`config.mk`:
```
export PLATFORM = sky130hd
export DESIGN_NAME = dbm_top
export DESIGN_NICKNAME = d
export VERILOG_FILES = /design/src/include/dbm_pkg.sv /design/src/design/dbm_top.sv
export SDC_FILE = /design/constraint.sdc
export NUM_CORES = 1
export LEC_CHECK = 0
export BUFFER_PORTS_ARGS = -buffer_cell sky130_fd_sc_hd__buf_2
export CAP_MARGIN = 20
export CORE_MARGIN = 4
export CORE_UTILIZATION = 27
export DETAILED_ROUTE_END_ITERATION = 16
export GPL_TIMING_DRIVEN = 0
export PLACE_DENSITY = 0.51
export RECOVER_POWER = 25
export SYNTH_ARGS = -nofsm -noshare
export SYNTH_HDL_FRONTEND = slang
export SYNTH_HIERARCHICAL = 1
export SYNTH_SLANG_ARGS = --single-unit
export TNS_END_PERCENT = 50
```
`constraint.sdc`:
```
create_clock -name sys_clk -period 13.9 [get_ports sys_clk]
set_input_delay 2.085 -clock sys_clk [delete_from_list [all_inputs] [get_ports sys_clk]]
set_output_delay 2.085 -clock sys_clk [all_outputs]
set_load 0.02 [all_outputs]
```
`src/include/dbm_pkg.sv`:
```
// ****************************************************************
// Shared constants for the DMA bus-master signalling block
// ****************************************************************
package dbm_pkg;

  // Bus and channel geometry
  localparam int DBM_CHANNELS   = 4;
  localparam int DBM_CH_W       = 2;
  localparam int DBM_ADDR_W     = 16;
  localparam int DBM_DATA_W     = 8;
  localparam int DBM_NIB_W      = 4;
  localparam int DBM_FIFO_DEPTH = 8;

  // Address field positions
  localparam int DBM_LOW_NIB_LSB = 0;
  localparam int DBM_UP_NIB_LSB  = 4;
  localparam int DBM_HI_BYTE_LSB = 8;

  // Event record: {channel, address, terminal}
  localparam int DBM_EVT_W = DBM_CH_W + DBM_ADDR_W + 1;

  // Counter constants and reset values
  localparam logic [DBM_ADDR_W-1:0] DBM_ADDR_RESET  = 16'h0000;
  localparam logic [DBM_ADDR_W-1:0] DBM_COUNT_RESET = 16'h0000;
  localparam logic [DBM_ADDR_W-1:0] DBM_STEP        = 16'h0001;
  localparam logic [DBM_ADDR_W-1:0] DBM_COUNT_LAST  = 16'h0000;
  localparam logic [DBM_DATA_W-1:0] DBM_BYTE_RESET  = 8'h00;

  // Fixed channel roles in memory-to-memory moves
  localparam logic [DBM_CH_W-1:0] DBM_SRC_CH = 2'h0;
  localparam logic [DBM_CH_W-1:0] DBM_DST_CH = 2'h1;

  // Engine states, one clock period each except idle and hold-wait
  typedef enum logic [3:0] {
    DBM_ST_IDLE  = 4'h0,
    DBM_ST_HOLD  = 4'h1,
    DBM_ST_ADDR  = 4'h2,
    DBM_ST_XFR2  = 4'h3,
    DBM_ST_XFR3  = 4'h4,
    DBM_ST_XFR4  = 4'h5,
    DBM_ST_MRD1  = 4'h6,
    DBM_ST_MRD2  = 4'h7,
    DBM_ST_MRD3  = 4'h8,
    DBM_ST_MRD4  = 4'h9,
    DBM_ST_MWR1  = 4'ha,
    DBM_ST_MWR2  = 4'hb,
    DBM_ST_MWR3  = 4'hc,
    DBM_ST_MWR4  = 4'hd
  } dbm_state_t;

  // Service modes
  typedef enum logic [1:0] {
    DBM_MODE_SINGLE = 2'h0,
    DBM_MODE_DEMAND = 2'h1,
    DBM_MODE_BLOCK  = 2'h2
  } dbm_mode_t;

endpackage

```
`src/design/dbm_top.sv`:
```
// Behaviour
// - Upper nibble driven only during service
// - Hold request on unmasked or software request
// - No bus drive before hold grant
// - Loopback use: exactly one hold-wait state
// - Acknowledge polarity selectable, high after reset
// - Address enable high during transfers
// - Strobe upper byte when it changes; memory copy strobes it every half
// - Address strobe timed from falling edge
// - Read strobe low for reads, source half
// - Write strobe low for writes, destination half
// - I/O transfers never capture the data byte
// - Memory copy keeps byte in temporary store
// - Memory copy byte takes over twice longer
// - Fill mode repeats one fixed source byte
// - Single and demand modes run without software
// - Priority encoder picks one winner
// - Upper address byte output on data lines
// - Low nibble address driven in active cycle
// - Channel 0 highest, channel 3 lowest
`timescale 1ns/1ps

// ****************************************************************
// Shift-register FIFO, every output straight from a flop
// ****************************************************************
module dbm_fifo #(
  parameter int WIDTH = 8,
  parameter int DEPTH = 8
) (
  input  wire logic             sys_clk,
  input  wire logic             rst_sync_n,
  input  wire logic             ce,
  input  wire logic             in_valid,
  input  wire logic [WIDTH-1:0] in_data,
  output logic                  in_ready,
  output logic                  out_valid,
  output logic      [WIDTH-1:0] out_data,
  input  wire logic             out_ready
);
  localparam int CNT_W = $clog2(DEPTH + 1);
  logic [WIDTH-1:0] mem_reg [DEPTH];
  logic [DEPTH-1:0] vld_reg;
  logic [CNT_W-1:0] count_reg;
  logic [CNT_W-1:0] wr_idx;
  logic             push;
  logic             pop;

  // Full and empty come from the entry valid flags
  assign in_ready  = ~vld_reg[DEPTH-1];
  assign out_valid = vld_reg[0];
  assign out_data  = mem_reg[0];
  assign push      = in_valid & ~vld_reg[DEPTH-1];
  assign pop       = vld_reg[0] & out_ready;
  assign wr_idx    = pop ? count_reg - CNT_W'(1) : count_reg;

  // Occupancy count
  always_ff @(posedge sys_clk or negedge rst_sync_n) begin
    if (!rst_sync_n) begin
      count_reg <= '0;
    end else if (ce) begin
      count_reg <= count_reg + CNT_W'(push) - CNT_W'(pop);
    end
  end

  // Each entry loads new data or takes its upper neighbour on a pop
  for (genvar i = 0; i < DEPTH; i++) begin : g_entry
    always_ff @(posedge sys_clk or negedge rst_sync_n) begin
      if (!rst_sync_n) begin
        mem_reg[i] <= '0;
        vld_reg[i] <= 1'b0;
      end else if (ce) begin
        if (push && wr_idx == CNT_W'(i)) begin
          mem_reg[i] <= in_data;
          vld_reg[i] <= 1'b1;
        end else if (pop) begin
          if (i == DEPTH - 1) begin
            mem_reg[i] <= '0;
            vld_reg[i] <= 1'b0;
          end else begin
            mem_reg[i] <= mem_reg[(i + 1) % DEPTH];
            vld_reg[i] <= vld_reg[(i + 1) % DEPTH];
          end
        end
      end
    end
  end
endmodule // dbm_fifo

// ****************************************************************
// Bus-master engine
// ****************************************************************
module dbm_top
  import dbm_pkg::*;
#(
  parameter int FIFO_DEPTH = DBM_FIFO_DEPTH
) (
  input  wire logic                    sys_clk,
  input  wire logic                    rst_n,
  input  wire logic                    ce,
  input  wire logic [DBM_CHANNELS-1:0] channel_request,
  input  wire logic [DBM_CHANNELS-1:0] channel_mask,
  input  wire logic [DBM_CHANNELS-1:0] sw_request,
  input  wire logic [1:0]              xfer_mode,
  input  wire logic                    write_xfer,
  input  wire logic                    mem_to_mem_en,
  input  wire logic                    fill_en,
  input  wire logic                    ack_active_high,
  input  wire logic                    standalone_en,
  input  wire logic                    cfg_load,
  input  wire logic [DBM_CH_W-1:0]     cfg_channel,
  input  wire logic [DBM_ADDR_W-1:0]   cfg_addr,
  input  wire logic [DBM_ADDR_W-1:0]   cfg_count,
  input  wire logic                    bus_hold_grant,
  output logic                         bus_hold_request,
  output logic [DBM_NIB_W-1:0]         upper_nibble_address,
  output logic                         upper_nibble_address_oe,
  output logic [DBM_NIB_W-1:0]         low_nibble_address,
  output logic                         low_nibble_address_oe,
  input  wire logic [DBM_DATA_W-1:0]   data_lines_in,
  output logic [DBM_DATA_W-1:0]        data_lines_out,
  output logic                         data_lines_oe,
  output logic                         upper_address_enable,
  output logic                         upper_address_strobe,
  output logic                         memory_read_strobe_n,
  output logic                         memory_read_strobe_oe,
  output logic                         memory_write_strobe_n,
  output logic                         memory_write_strobe_oe,
  output logic [DBM_CHANNELS-1:0]      channel_acknowledge,
  output logic                         evt_valid,
  output logic [DBM_EVT_W-1:0]         evt_data,
  input  wire logic                    evt_ready
);

  // ****************************************************************
  // Declarations
  // ****************************************************************
  logic                    rst_meta_reg, rst_sync_n;
  logic [DBM_CHANNELS-1:0] req_meta_reg, req_sync_reg;
  logic                    grant_meta_reg, grant_sync_reg;
  logic [DBM_DATA_W-1:0]   data_meta_reg, data_sync_reg;
  dbm_state_t              state_reg, state_next;
  logic [DBM_CH_W-1:0]     act_ch_reg;
  logic                    m2m_reg;
  logic [DBM_ADDR_W-1:0]   addr_reg [DBM_CHANNELS];
  logic [DBM_ADDR_W-1:0]   count_reg [DBM_CHANNELS];
  logic [DBM_DATA_W-1:0]   temp_byte_reg;
  logic [DBM_CHANNELS-1:0] pending;
  logic                    evt_in_ready, evt_push;
  logic [DBM_EVT_W-1:0]    evt_record;
  logic [DBM_CH_W-1:0]     work_ch;
  logic [DBM_ADDR_W-1:0]   work_addr;
  logic                    working, io_last, keep_going;
  localparam int EVT_LVL_W = $clog2(FIFO_DEPTH + 1);
  logic                    start_ok, evt_room_next;
  logic [EVT_LVL_W-1:0]    evt_level_reg;

  // Fixed priority: lowest channel number wins
  function automatic logic [DBM_CH_W-1:0] pick_channel(input logic [DBM_CHANNELS-1:0] vec);
    pick_channel = '0;
    for (int i = DBM_CHANNELS - 1; i >= 0; i--) begin
      if (vec[i]) begin
        pick_channel = DBM_CH_W'(i);
      end
    end
  endfunction

  // ****************************************************************
  // Reset release and pin synchronisers
  // ****************************************************************
  // Reset asserts at once but releases through two flops
  always_ff @(posedge sys_clk or negedge rst_n) begin
    if (!rst_n) begin
      rst_meta_reg <= 1'b0;
      rst_sync_n   <= 1'b0;
    end else begin
      rst_meta_reg <= 1'b1;
      rst_sync_n   <= rst_meta_reg;
    end
  end

  // Pins from outside the clock domain pass two flops
  always_ff @(posedge sys_clk or negedge rst_sync_n) begin
    if (!rst_sync_n) begin
      req_meta_reg   <= '0;
      req_sync_reg   <= '0;
      grant_meta_reg <= 1'b0;
      grant_sync_reg <= 1'b0;
      data_meta_reg  <= '0;
      data_sync_reg  <= '0;
    end else if (ce) begin
      req_meta_reg   <= channel_request;
      req_sync_reg   <= req_meta_reg;
      grant_meta_reg <= bus_hold_grant;
      grant_sync_reg <= grant_meta_reg;
      data_meta_reg  <= data_lines_in;
      data_sync_reg  <= data_meta_reg;
    end
  end

  // ****************************************************************
  // Sequencing
  // ****************************************************************
  assign pending    = (req_sync_reg & ~channel_mask) | sw_request;
  assign io_last    = count_reg[act_ch_reg] == DBM_COUNT_LAST;
  // A stale grant from the last service must drop before a new request
  assign start_ok   = |pending && evt_in_ready && (standalone_en || !grant_sync_reg);
  // Demand mode relies on the peripheral holding its request
  assign keep_going = (xfer_mode == DBM_MODE_BLOCK) ||
                      (xfer_mode == DBM_MODE_DEMAND && pending[act_ch_reg]);

  // Next state; a full event FIFO stalls the start of the next byte
  always_comb begin
    state_next = state_reg;
    case (state_reg)
      DBM_ST_IDLE: begin
        if (start_ok) begin
          state_next = DBM_ST_HOLD;
        end
      end
      DBM_ST_HOLD: begin
        if (standalone_en || grant_sync_reg) begin
          state_next = mem_to_mem_en ? DBM_ST_MRD1 : DBM_ST_ADDR;
        end
      end
      DBM_ST_ADDR: state_next = DBM_ST_XFR2;
      DBM_ST_XFR2: state_next = DBM_ST_XFR3;
      DBM_ST_XFR3: state_next = DBM_ST_XFR4;
      DBM_ST_XFR4: begin
        if (io_last || !keep_going || !evt_room_next) begin
          state_next = DBM_ST_IDLE;
        end else if ((addr_reg[act_ch_reg] + DBM_STEP) >> DBM_HI_BYTE_LSB !=
                     addr_reg[act_ch_reg] >> DBM_HI_BYTE_LSB) begin
          state_next = DBM_ST_ADDR;
        end else begin
          state_next = DBM_ST_XFR2;
        end
      end
      DBM_ST_MRD1: state_next = DBM_ST_MRD2;
      DBM_ST_MRD2: state_next = DBM_ST_MRD3;
      DBM_ST_MRD3: state_next = DBM_ST_MRD4;
      DBM_ST_MRD4: state_next = DBM_ST_MWR1;
      DBM_ST_MWR1: state_next = DBM_ST_MWR2;
      DBM_ST_MWR2: state_next = DBM_ST_MWR3;
      DBM_ST_MWR3: state_next = DBM_ST_MWR4;
      DBM_ST_MWR4: begin
        if (count_reg[DBM_DST_CH] == DBM_COUNT_LAST || xfer_mode == DBM_MODE_SINGLE ||
            !evt_room_next) begin
          state_next = DBM_ST_IDLE;
        end else begin
          state_next = DBM_ST_MRD1;
        end
      end
      default: state_next = DBM_ST_IDLE;
    endcase
  end

  // State, winning channel and service kind
  always_ff @(posedge sys_clk or negedge rst_sync_n) begin
    if (!rst_sync_n) begin
      state_reg  <= DBM_ST_IDLE;
      act_ch_reg <= '0;
      m2m_reg    <= 1'b0;
    end else if (ce) begin
      state_reg <= state_next;
      if (state_reg == DBM_ST_IDLE && state_next == DBM_ST_HOLD) begin
        act_ch_reg <= pick_channel(pending);
        m2m_reg    <= mem_to_mem_en;
      end
    end
  end

  // ****************************************************************
  // Address and count per channel
  // ****************************************************************
  for (genvar c = 0; c < DBM_CHANNELS; c++) begin : g_chan
    always_ff @(posedge sys_clk or negedge rst_sync_n) begin
      if (!rst_sync_n) begin
        addr_reg[c]  <= DBM_ADDR_RESET;
        count_reg[c] <= DBM_COUNT_RESET;
      end else if (ce) begin
        if (cfg_load && cfg_channel == DBM_CH_W'(c)) begin
          addr_reg[c]  <= cfg_addr;
          count_reg[c] <= cfg_count;
        end else if ((state_reg == DBM_ST_XFR4 && act_ch_reg == DBM_CH_W'(c)) ||
                     (state_reg == DBM_ST_MWR4 && DBM_DST_CH == DBM_CH_W'(c))) begin
          addr_reg[c]  <= addr_reg[c] + DBM_STEP;
          count_reg[c] <= count_reg[c] - DBM_STEP;
        end else if (state_reg == DBM_ST_MRD4 && DBM_SRC_CH == DBM_CH_W'(c)) begin
          // Fill holds the source still so one byte spreads over a block
          if (!fill_en) begin
            addr_reg[c] <= addr_reg[c] + DBM_STEP;
          end
          count_reg[c] <= count_reg[c] - DBM_STEP;
        end
      end
    end
  end

  // Only the memory-copy loads the store; the pin synchroniser adds two cycles
  always_ff @(posedge sys_clk or negedge rst_sync_n) begin
    if (!rst_sync_n) begin
      temp_byte_reg <= DBM_BYTE_RESET;
    end else if (ce && state_reg == DBM_ST_MWR1) begin
      temp_byte_reg <= data_sync_reg;
    end
  end

  // ****************************************************************
  // Bus outputs, one cycle behind the state; address strobe half a cycle
  // ****************************************************************
  assign working   = state_reg != DBM_ST_IDLE && state_reg != DBM_ST_HOLD;
  assign work_ch   = !m2m_reg ? act_ch_reg :
                     (state_reg inside {[DBM_ST_MRD1:DBM_ST_MRD4]}) ? DBM_SRC_CH : DBM_DST_CH;
  assign work_addr = addr_reg[work_ch];

  // Address, enable and strobes; all float back at idle
  always_ff @(posedge sys_clk or negedge rst_sync_n) begin
    if (!rst_sync_n) begin
      bus_hold_request        <= 1'b0;
      upper_address_enable    <= 1'b0;
      upper_nibble_address    <= '0;
      upper_nibble_address_oe <= 1'b0;
      low_nibble_address      <= '0;
      low_nibble_address_oe   <= 1'b0;
      memory_read_strobe_n    <= 1'b1;
      memory_read_strobe_oe   <= 1'b0;
      memory_write_strobe_n   <= 1'b1;
      memory_write_strobe_oe  <= 1'b0;
    end else if (ce) begin
      bus_hold_request        <= state_reg != DBM_ST_IDLE;
      upper_address_enable    <= working;
      upper_nibble_address    <= work_addr[DBM_UP_NIB_LSB +: DBM_NIB_W];
      upper_nibble_address_oe <= working;
      low_nibble_address      <= work_addr[DBM_LOW_NIB_LSB +: DBM_NIB_W];
      low_nibble_address_oe   <= working;
      memory_read_strobe_n    <= !((!m2m_reg && !write_xfer && state_reg inside {DBM_ST_XFR3, DBM_ST_XFR4}) ||
                                   state_reg inside {DBM_ST_MRD2, DBM_ST_MRD3});
      memory_read_strobe_oe   <= working;
      memory_write_strobe_n   <= !((!m2m_reg && write_xfer && state_reg inside {DBM_ST_XFR3, DBM_ST_XFR4}) ||
                                   state_reg inside {DBM_ST_MWR3, DBM_ST_MWR4});
      memory_write_strobe_oe  <= working;
    end
  end

  // Data lines carry the upper byte, or the stored byte when writing it
  always_ff @(posedge sys_clk or negedge rst_sync_n) begin
    if (!rst_sync_n) begin
      data_lines_out <= '0;
      data_lines_oe  <= 1'b0;
    end else if (ce) begin
      if (state_reg inside {DBM_ST_ADDR, DBM_ST_MRD1, DBM_ST_MWR1}) begin
        data_lines_out <= work_addr[DBM_HI_BYTE_LSB +: DBM_DATA_W];
        data_lines_oe  <= 1'b1;
      end else if (state_reg inside {[DBM_ST_MWR2:DBM_ST_MWR4]}) begin
        data_lines_out <= temp_byte_reg;
        data_lines_oe  <= 1'b1;
      end else begin
        data_lines_out <= '0;
        data_lines_oe  <= 1'b0;
      end
    end
  end

  // Latch strobe on the falling edge so it settles mid-state
  always_ff @(negedge sys_clk or negedge rst_sync_n) begin
    if (!rst_sync_n) begin
      upper_address_strobe <= 1'b0;
    end else if (ce) begin
      upper_address_strobe <= state_reg inside {DBM_ST_ADDR, DBM_ST_MRD1, DBM_ST_MWR1};
    end
  end

  // Acknowledge per channel; reset leaves all lines high, the idle level only when active low
  for (genvar a = 0; a < DBM_CHANNELS; a++) begin : g_ack
    always_ff @(posedge sys_clk or negedge rst_sync_n) begin
      if (!rst_sync_n) begin
        channel_acknowledge[a] <= 1'b1;
      end else if (ce) begin
        channel_acknowledge[a] <= (working && !m2m_reg && act_ch_reg == DBM_CH_W'(a)) ~^ ack_active_high;
      end
    end
  end

  // ****************************************************************
  // Completion events
  // ****************************************************************
  assign evt_push   = ce && (state_reg == DBM_ST_XFR4 || state_reg == DBM_ST_MWR4);
  assign evt_record = {work_ch, work_addr, count_reg[work_ch] == DBM_COUNT_LAST};

  // Mirror of the FIFO fill: a further byte starts only if its event will fit
  always_ff @(posedge sys_clk or negedge rst_sync_n) begin
    if (!rst_sync_n) begin
      evt_level_reg <= '0;
    end else if (ce) begin
      evt_level_reg <= evt_level_reg + EVT_LVL_W'(evt_push && evt_in_ready)
                       - EVT_LVL_W'(evt_valid && evt_ready);
    end
  end
  assign evt_room_next = evt_level_reg < EVT_LVL_W'(FIFO_DEPTH - 1);

  dbm_fifo #(
    .WIDTH (DBM_EVT_W),
    .DEPTH (FIFO_DEPTH)
  ) u_evt_fifo (
    .sys_clk    (sys_clk),
    .rst_sync_n (rst_sync_n),
    .ce         (ce),
    .in_valid   (evt_push),
    .in_data    (evt_record),
    .in_ready   (evt_in_ready),
    .out_valid  (evt_valid),
    .out_data   (evt_data),
    .out_ready  (evt_ready)
  );
endmodule // dbm_top

```
# ---- Yosys cells after proc, flatten, opt, wreduce, memory -nomap -nowiden
# Index checks and enable logic that the tools add are counted.
dict set report op_classes {
  eq_ne 32
  n_shift 0
  div 0
  addsub 14
  n_reduce_logical 94
  mux 83
  n_mul 0
  n_lt_le_gt_ge 8
  bitwise_logic 12
}
# operator n
set op_table {}
lappend op_table {{$mux 16} 27}
lappend op_table {{$mux 19} 16}
lappend op_table {{$bmux 16 s2} 4}
lappend op_table {{$add 16x1->16 const B} 5}
lappend op_table {{$sub 16x1->16 const B} 4}
lappend op_table {{$pmux 4 s14} 1}
lappend op_table {{$logic_not 16->1} 3}
lappend op_table {{$logic_and 1x1->1} 36}
lappend op_table {{$eq 4x3->1 const B} 8}
lappend op_table {{$reduce_bool 2->1} 14}
lappend op_table {{$reduce_and 2->1} 13}
lappend op_table {{$eq 4x4->1 const B} 6}
lappend op_table {{$mux 1} 21}
lappend op_table {{$eq 4x2->1 const B} 4}
lappend op_table {{$mux 8} 2}
lappend op_table {{$eq 4x1->1 const B} 3}
lappend op_table {{$mux 2} 6}
lappend op_table {{$mux 4} 3}
lappend op_table {{$logic_or 1x1->1} 11}
lappend op_table {{$eq 2x2->1 const B} 5}
lappend op_table {{$add 4x1->4} 2}
lappend op_table {{$le 4x4->1 const B} 2}
lappend op_table {{$logic_not 4->1} 2}
lappend op_table {{$ne 8x8->1} 1}
lappend op_table {{other kinds (25)} 44}
dict set report word_totals {
  ff_bits 365
  mem_count 0
  elab_cells 294
  in_bits 67
  ram_bits 0
  mem_bits_ro 0
  latch_bits 0
  output_inout_bits 50
}

# ---- Longest topological paths before layout
# Gate-level depths: netlist of run 1.
dict set report depth {
  depth_word 15
  depth_mapped 13
  ltp_nobuf 11
}

# ---- Cells and area by module
# Netlist of run 1, hierarchy kept.
# mod area_each_um2 cells_per_inst seq_area_each_um2 instances
set by_module_without_submodules {}
lappend by_module_without_submodules {dbm_top 11478.5 1296 5037.3 1}
lappend by_module_without_submodules {dbm_fifo 8021.4 877 4103.9 1}

==> flow_summary.ini, run 1 <==
[synth]
synth_nets = 2262
synth_edf_count = 0
ys_seq_elements = 365
syn_inst = 2173
avgSynthCellArea_um2 = 8.974
syn_area_um2 = 19500
yosysTopAreaCell = dfrtp_1
yosys_warnings = 6
synth.area.top_cells = dfrtp_1 46%, nor2_1 7.0%, a21oi_1 4.7%, nand2_1 3.7%, o21ai_0 3.7%
synth_top_area_share_pct = 45.94
synth_cell_types = 85
synthArstFlopShare_pct = 100.0
yosysMostFrequentCell = nor2_1
synth-main-ff-cell = dfrtp_1
yosysSeqAreaShare_pct = 46.88
synth_top_cells_by_count = 364 x nor2_1, 358 x dfrtp_1, 193 x nand2_1

[hold_path]
min_path_type = flop to flop

[sta]
final.setup.tns_ps = 0
rsz0062_at_grt = no
final-setup-viol-count = 0
maxSlewViolCount = 201
slew_headroom_pct = -145.6
tightest_slew_ps = 3684
fin_skew_ps = 19.79
hold_violations = 0
hold_slack_ps = 348.4

[finish]
largest_reg_flops = 133
diodes = 0
synthToLayoutAreaGrowth_pct = 17.18
fillers = 7433
fin_cells = 3326
nNetsFinal = 2431
drive_above_1_share_pct = 13.80

[critical_path]
crit_type = input port to flop
crit_top_cell = clkbuf_1
cp-end-kind = flop
cp_slowest_stage_delay_ps = 530
arrival_ps = 4060
worstPathRequired_ps = 7370
critical_path.slowest_cell = clkinv_1
startpoint_type = input port
path_cells = buf_2, clkbuf_1, clkinv_1, clkbuf_1, a21o_1
worst-path-max-fanout = 10

[place]
port_buffers = 115
dp_cells = 3244
place_hpwl_um = 54370
globalplace.congestion = 0.8938

[floorplan]
die_y_um = 276.7
dieArea_um2 = 76590
initial_utilization_pct = 27.28
core-area_um2 = 71490
die_w_um = 276.7
ioPinCount = 117
rows = 98

[flow_run]
cap_violations = 4

[outcome]
violations = capacitance limit, slew limit
status = finished, violations left

[routing]
dr.pass1.iters = 6
ant_nets = 0
routed_wl_um = 73150
routed_via_density = 5.455
dr.first_iter.drc_count = 1654
wl_per_cell_um = 21.99
drc = 0
vias = 18140

[power]
ir_worst_vdd_uv = 93.65
p_leak_uw = 0.009880
p_per_area_nw_per_um2 = 194.2

[clocking]
cts_tree = done
cts_made_buffers = 45
clkTransAtPathRegs_ps = 50
cts_resized = 0
clockRootBuffer = clkbuf_16
cts_hold_buf = 0
clock_path_buffers = 3
clk_latency_ps = 590
htreeDepth = 2
cts_setup_buffers = 0
cts_sinks = 365

[global_route]
grt_pass1_wl_um = 111000
grt_pass1_vias = 17640
grt_use_total_pct = 18.45
grt.overflow.total = 0
grt_antenna_before_repair = 3
grt_max_degree = 70
==> area by class of cell <==
class	instances	area [um2]	share of cell area, %
Multi-Input combinational cell	1570	9334	40.85
Sequential cell	365	9141	40.00
Clock buffer	72	1410	6.171
Tap cell	950	1189	5.202
Buffer	177	795.8	3.482
Timing Repair Buffer	122	675.6	2.957
Inverter	61	229.0	1.002
Clock inverter	9	76.32	0.3340
==> final timing paths <==
check | startpoint | to | slack (ps) | cells after the start
hold reg to reg | rst_meta_reg | rst_sync_n | 350 | 0
max in group asynchronous | rst_sync_n | upper_address_strobe | 3320 | 1
setup / recovery | ce | upper_address_strobe | 3310 | 5
hold / removal | rst_meta_reg | rst_sync_n | 350 | 0
setup reg to reg | rst_sync_n | upper_address_strobe | 3320 | 1
min in group asynchronous | rst_sync_n | req_meta_reg[2] | 670 | 0
==> stage by stage <==
stage,setup slack (ps),area (um2),power (uW),util (%)
after global routing,2498,22850,4708,31.97
after global placement,-1431,21270,3202,29.75
after floorplan,1189,19500,2692,-
after detailed placement,2731,21430,3250,29.97
after CTS,3338,22910,4460,32.05
final,3310,22850,4437,31.97
==> per-layer routing <==
metal,routed length [um],up-vias,global-route usage [%],share of wire [%]
met5,22,-,0,0.030
met4,2690,4,6.401,3.7
met3,4689,159,2.807,6.4
met2,34410,754,30.23,47
met1,31340,9069,24.96,43
li1,-,8158,-,-
==> cells by family (layout without fill, tap and decap cells) <==
group | count (synthesis) | count (layout) | share of synthesized area (%)
compound gates | 632 | 632 | 21.17
xor+xnor | 11 | 11 | 0.4941
fa+ha+maj | 22 | 22 | 1.489
buf+inv | 238 | 441 | 5.255
flops | 365 | 365 | 46.88
mux | 89 | 89 | 5.980
other cells | 1 | 1 | 0.01923
simple gates | 815 | 815 | 18.72
==> critical path: cells and delay by family <==
family / cells / cell delay [ps]
AOI/OAI and AO/OA: 1 / 250
buffers and inverters: 4 / 1720
==> placed cells by master (no fill, tap or decap), types with 11 or more instances in the layout <==
cell and instances:
buf_2 132, clkbuf_16 47, inv_1 58, ha_1 20, mux2i_1 22, a31oi_1 13
a211oi_1 77, nor3b_1 12, a22oi_1 15, clkbuf_1 138, nor4_1 14, nor2_1 364
nand2_1 193, nand4_1 14, nand3_1 63, and3_1 16, mux2_2 50, mux4_2 17
clkbuf_8 14, a21oi_1 185, nor3_1 65, o21ai_0 143, a2bb2oi_1 29, or3_1 11
and2_1 11, o221a_1 39, dfrtp_1 358, o22ai_1 49, buf_4 27
==> power by group <==
group | leakage [uW] | switching (uW) | internal, uW
registers | 0.00470 | 349 | 1440
logic | 0.00444 | 887 | 572
clock network | 0.000735 | 477 | 710
No activity file was read; power rests on OpenSTA's default activity.
==> run 2, diff against run 1 <==
Clock period 13.9 ns to 10.93 ns, I/O delays scaled along.
==> flow_summary.ini, run 2 (same netlist as run 1, synthesis figures left out) <==
[critical_path]
arrival_ps = 3560
worst_r2r_path_depth = 1
startpoint_type = input port
critical_path.slowest_cell = clkinv_1
worst-path-max-fanout = 10
crit_top_cell = clkbuf_1
timing.rr.start = rst_sync_n
cp_slowest_stage_delay_ps = 480
crit_type = input port to flop
crit_family = buffers and inverters
path_cells = buf_2, clkbuf_1, clkinv_1, clkbuf_1, a21o_1
cp-end-kind = flop
r2r_end = upper_address_strobe
worstPathRequired_ps = 5880
critPathBufInv = 4
r2r_setup_slack_ps = 3580

[floorplan]
dieArea_um2 = 76590
initial_utilization_pct = 27.28
ioPinCount = 117
rows = 98
die_y_um = 276.7
die_w_um = 276.7
core-area_um2 = 71490

[finish]
final_util_pct = 31.91
synthToLayoutAreaGrowth_pct = 16.98
layout_commonest_cell = nor2_1
layout_common_cells = 364 x nor2_1, 358 x dfrtp_1, 193 x nand2_1
diodes = 0
largest_reg_flops = 133
drive_above_1_share_pct = 13.67
fin_cells = 3320
nNetsFinal = 2428

[power]
p_per_area_nw_per_um2 = 246.5
ir_worst_vdd_uv = 131.7
p_leak_uw = 0.009852

[hold_path]
min_from = rst_meta_reg
whs_endpoint = rst_sync_n
holdPathStages = 0
min_path_type = flop to flop

[sta]
final.setup.tns_ps = 0
final-setup-viol-count = 0
maxSlewViolCount = 152
tightest_slew_ps = 3898
slew_headroom_pct = -159.8
fin_skew_ps = 13.38
worst_slack_ps = 2324
rsz0062_at_grt = no
hold_violations = 0

[routing]
drc = 0
ant_nets = 0
routed_via_density = 5.439
routed_wl_um = 73190
wl_per_cell_um = 22.04
vias = 18060
dr.first_iter.drc_count = 1840
dr.pass1.iters = 6

[global_route]
grt_use_total_pct = 18.61
grt_pass1_wl_um = 112300
grt_antenna_before_repair = 3
grt_pass1_vias = 17730
grt.overflow.total = 0
grt_max_degree = 62

[clocking]
clockRootBuffer = clkbuf_16
cts_setup_buffers = 0
clk_latency_ps = 580
clkTransAtPathRegs_ps = 50
cts_hold_buf = 0
cts_tree = done
clock_path_buffers = 3
htreeDepth = 2
cts_made_buffers = 43
cts_resized = 0
cts_sinks = 365

[place]
dp_cells = 3244
place_hpwl_um = 54360
post-place-ws_ps = 1726
globalplace.congestion = 0.8984
port_buffers = 115

[outcome]
status = finished, violations left
violations = capacitance limit, slew limit

[flow_run]
cap_violations = 3
-- run 2: cell types whose count changed in the layout (fill, tap and decap cells not counted) --
cell	delta
clkinvlp_4	+1
bufinv_16	+4
buf_16	+2
clkbuf_8	-7
clkbuf_16	-4
buf_8	-1
buf_12	-1
clkbuf_1	-2
inv_6	+2
-- run 2: routing by layer --
| metal | GRT usage [%] | wire length [um] | up-vias |
|---|---|---|---|
| li1 | - | - | 8148 |
| met1 | 25.49 | 31990 | 8970 |
| met2 | 29.80 | 33670 | 769 |
| met3 | 2.934 | 4464 | 165 |
| met4 | 6.950 | 3033 | 4 |
| met5 | 0 | 26 | - |
-- run 2: cell type report --
cell class	count	area (um2)
inverter	61	229.0
timing repair buffer	121	691.9
sequential	365	9141
fill	7499	48670
clock buffer	60	1210
buffer	177	795.8
tap	950	1189
clock inverter	16	221.5
multi-input combinational	1570	9334
-- run 2: through the flow --
step	total power [uW]	hold WS, ps	area (um2)
global route	5976	367.5	22810
CTS	5658	356.7	22860
global placement	4066	336.1	21270
floorplan	3423	331.2	19500
finish	5623	353.3	22810
detailed placement	4131	340.2	21430
-- run 2: worst max path at each step --
stage                                      end  depth (start not counted)       start
after floorplan           upper_address_strobe                          0  rst_sync_n
after global placement    upper_address_strobe                          0  rst_sync_n
after detailed placement  upper_address_strobe                          5          ce
after CTS                 upper_address_strobe                          5          ce
after global routing      upper_address_strobe                          5          ce
final                     upper_address_strobe                          5          ce
-- run 2: power by group --
| part | leakage [uW] | switching (uW) | internal [uW] | total, uW |
|---|---|---|---|---|
| combinational | 0.00445 | 1130 | 728 | 1850 |
| clock | 0.000700 | 603 | 890 | 1490 |
| sequential | 0.00470 | 442 | 1830 | 2280 |
| total | 0.00985 | 2170 | 3450 | 5620 |
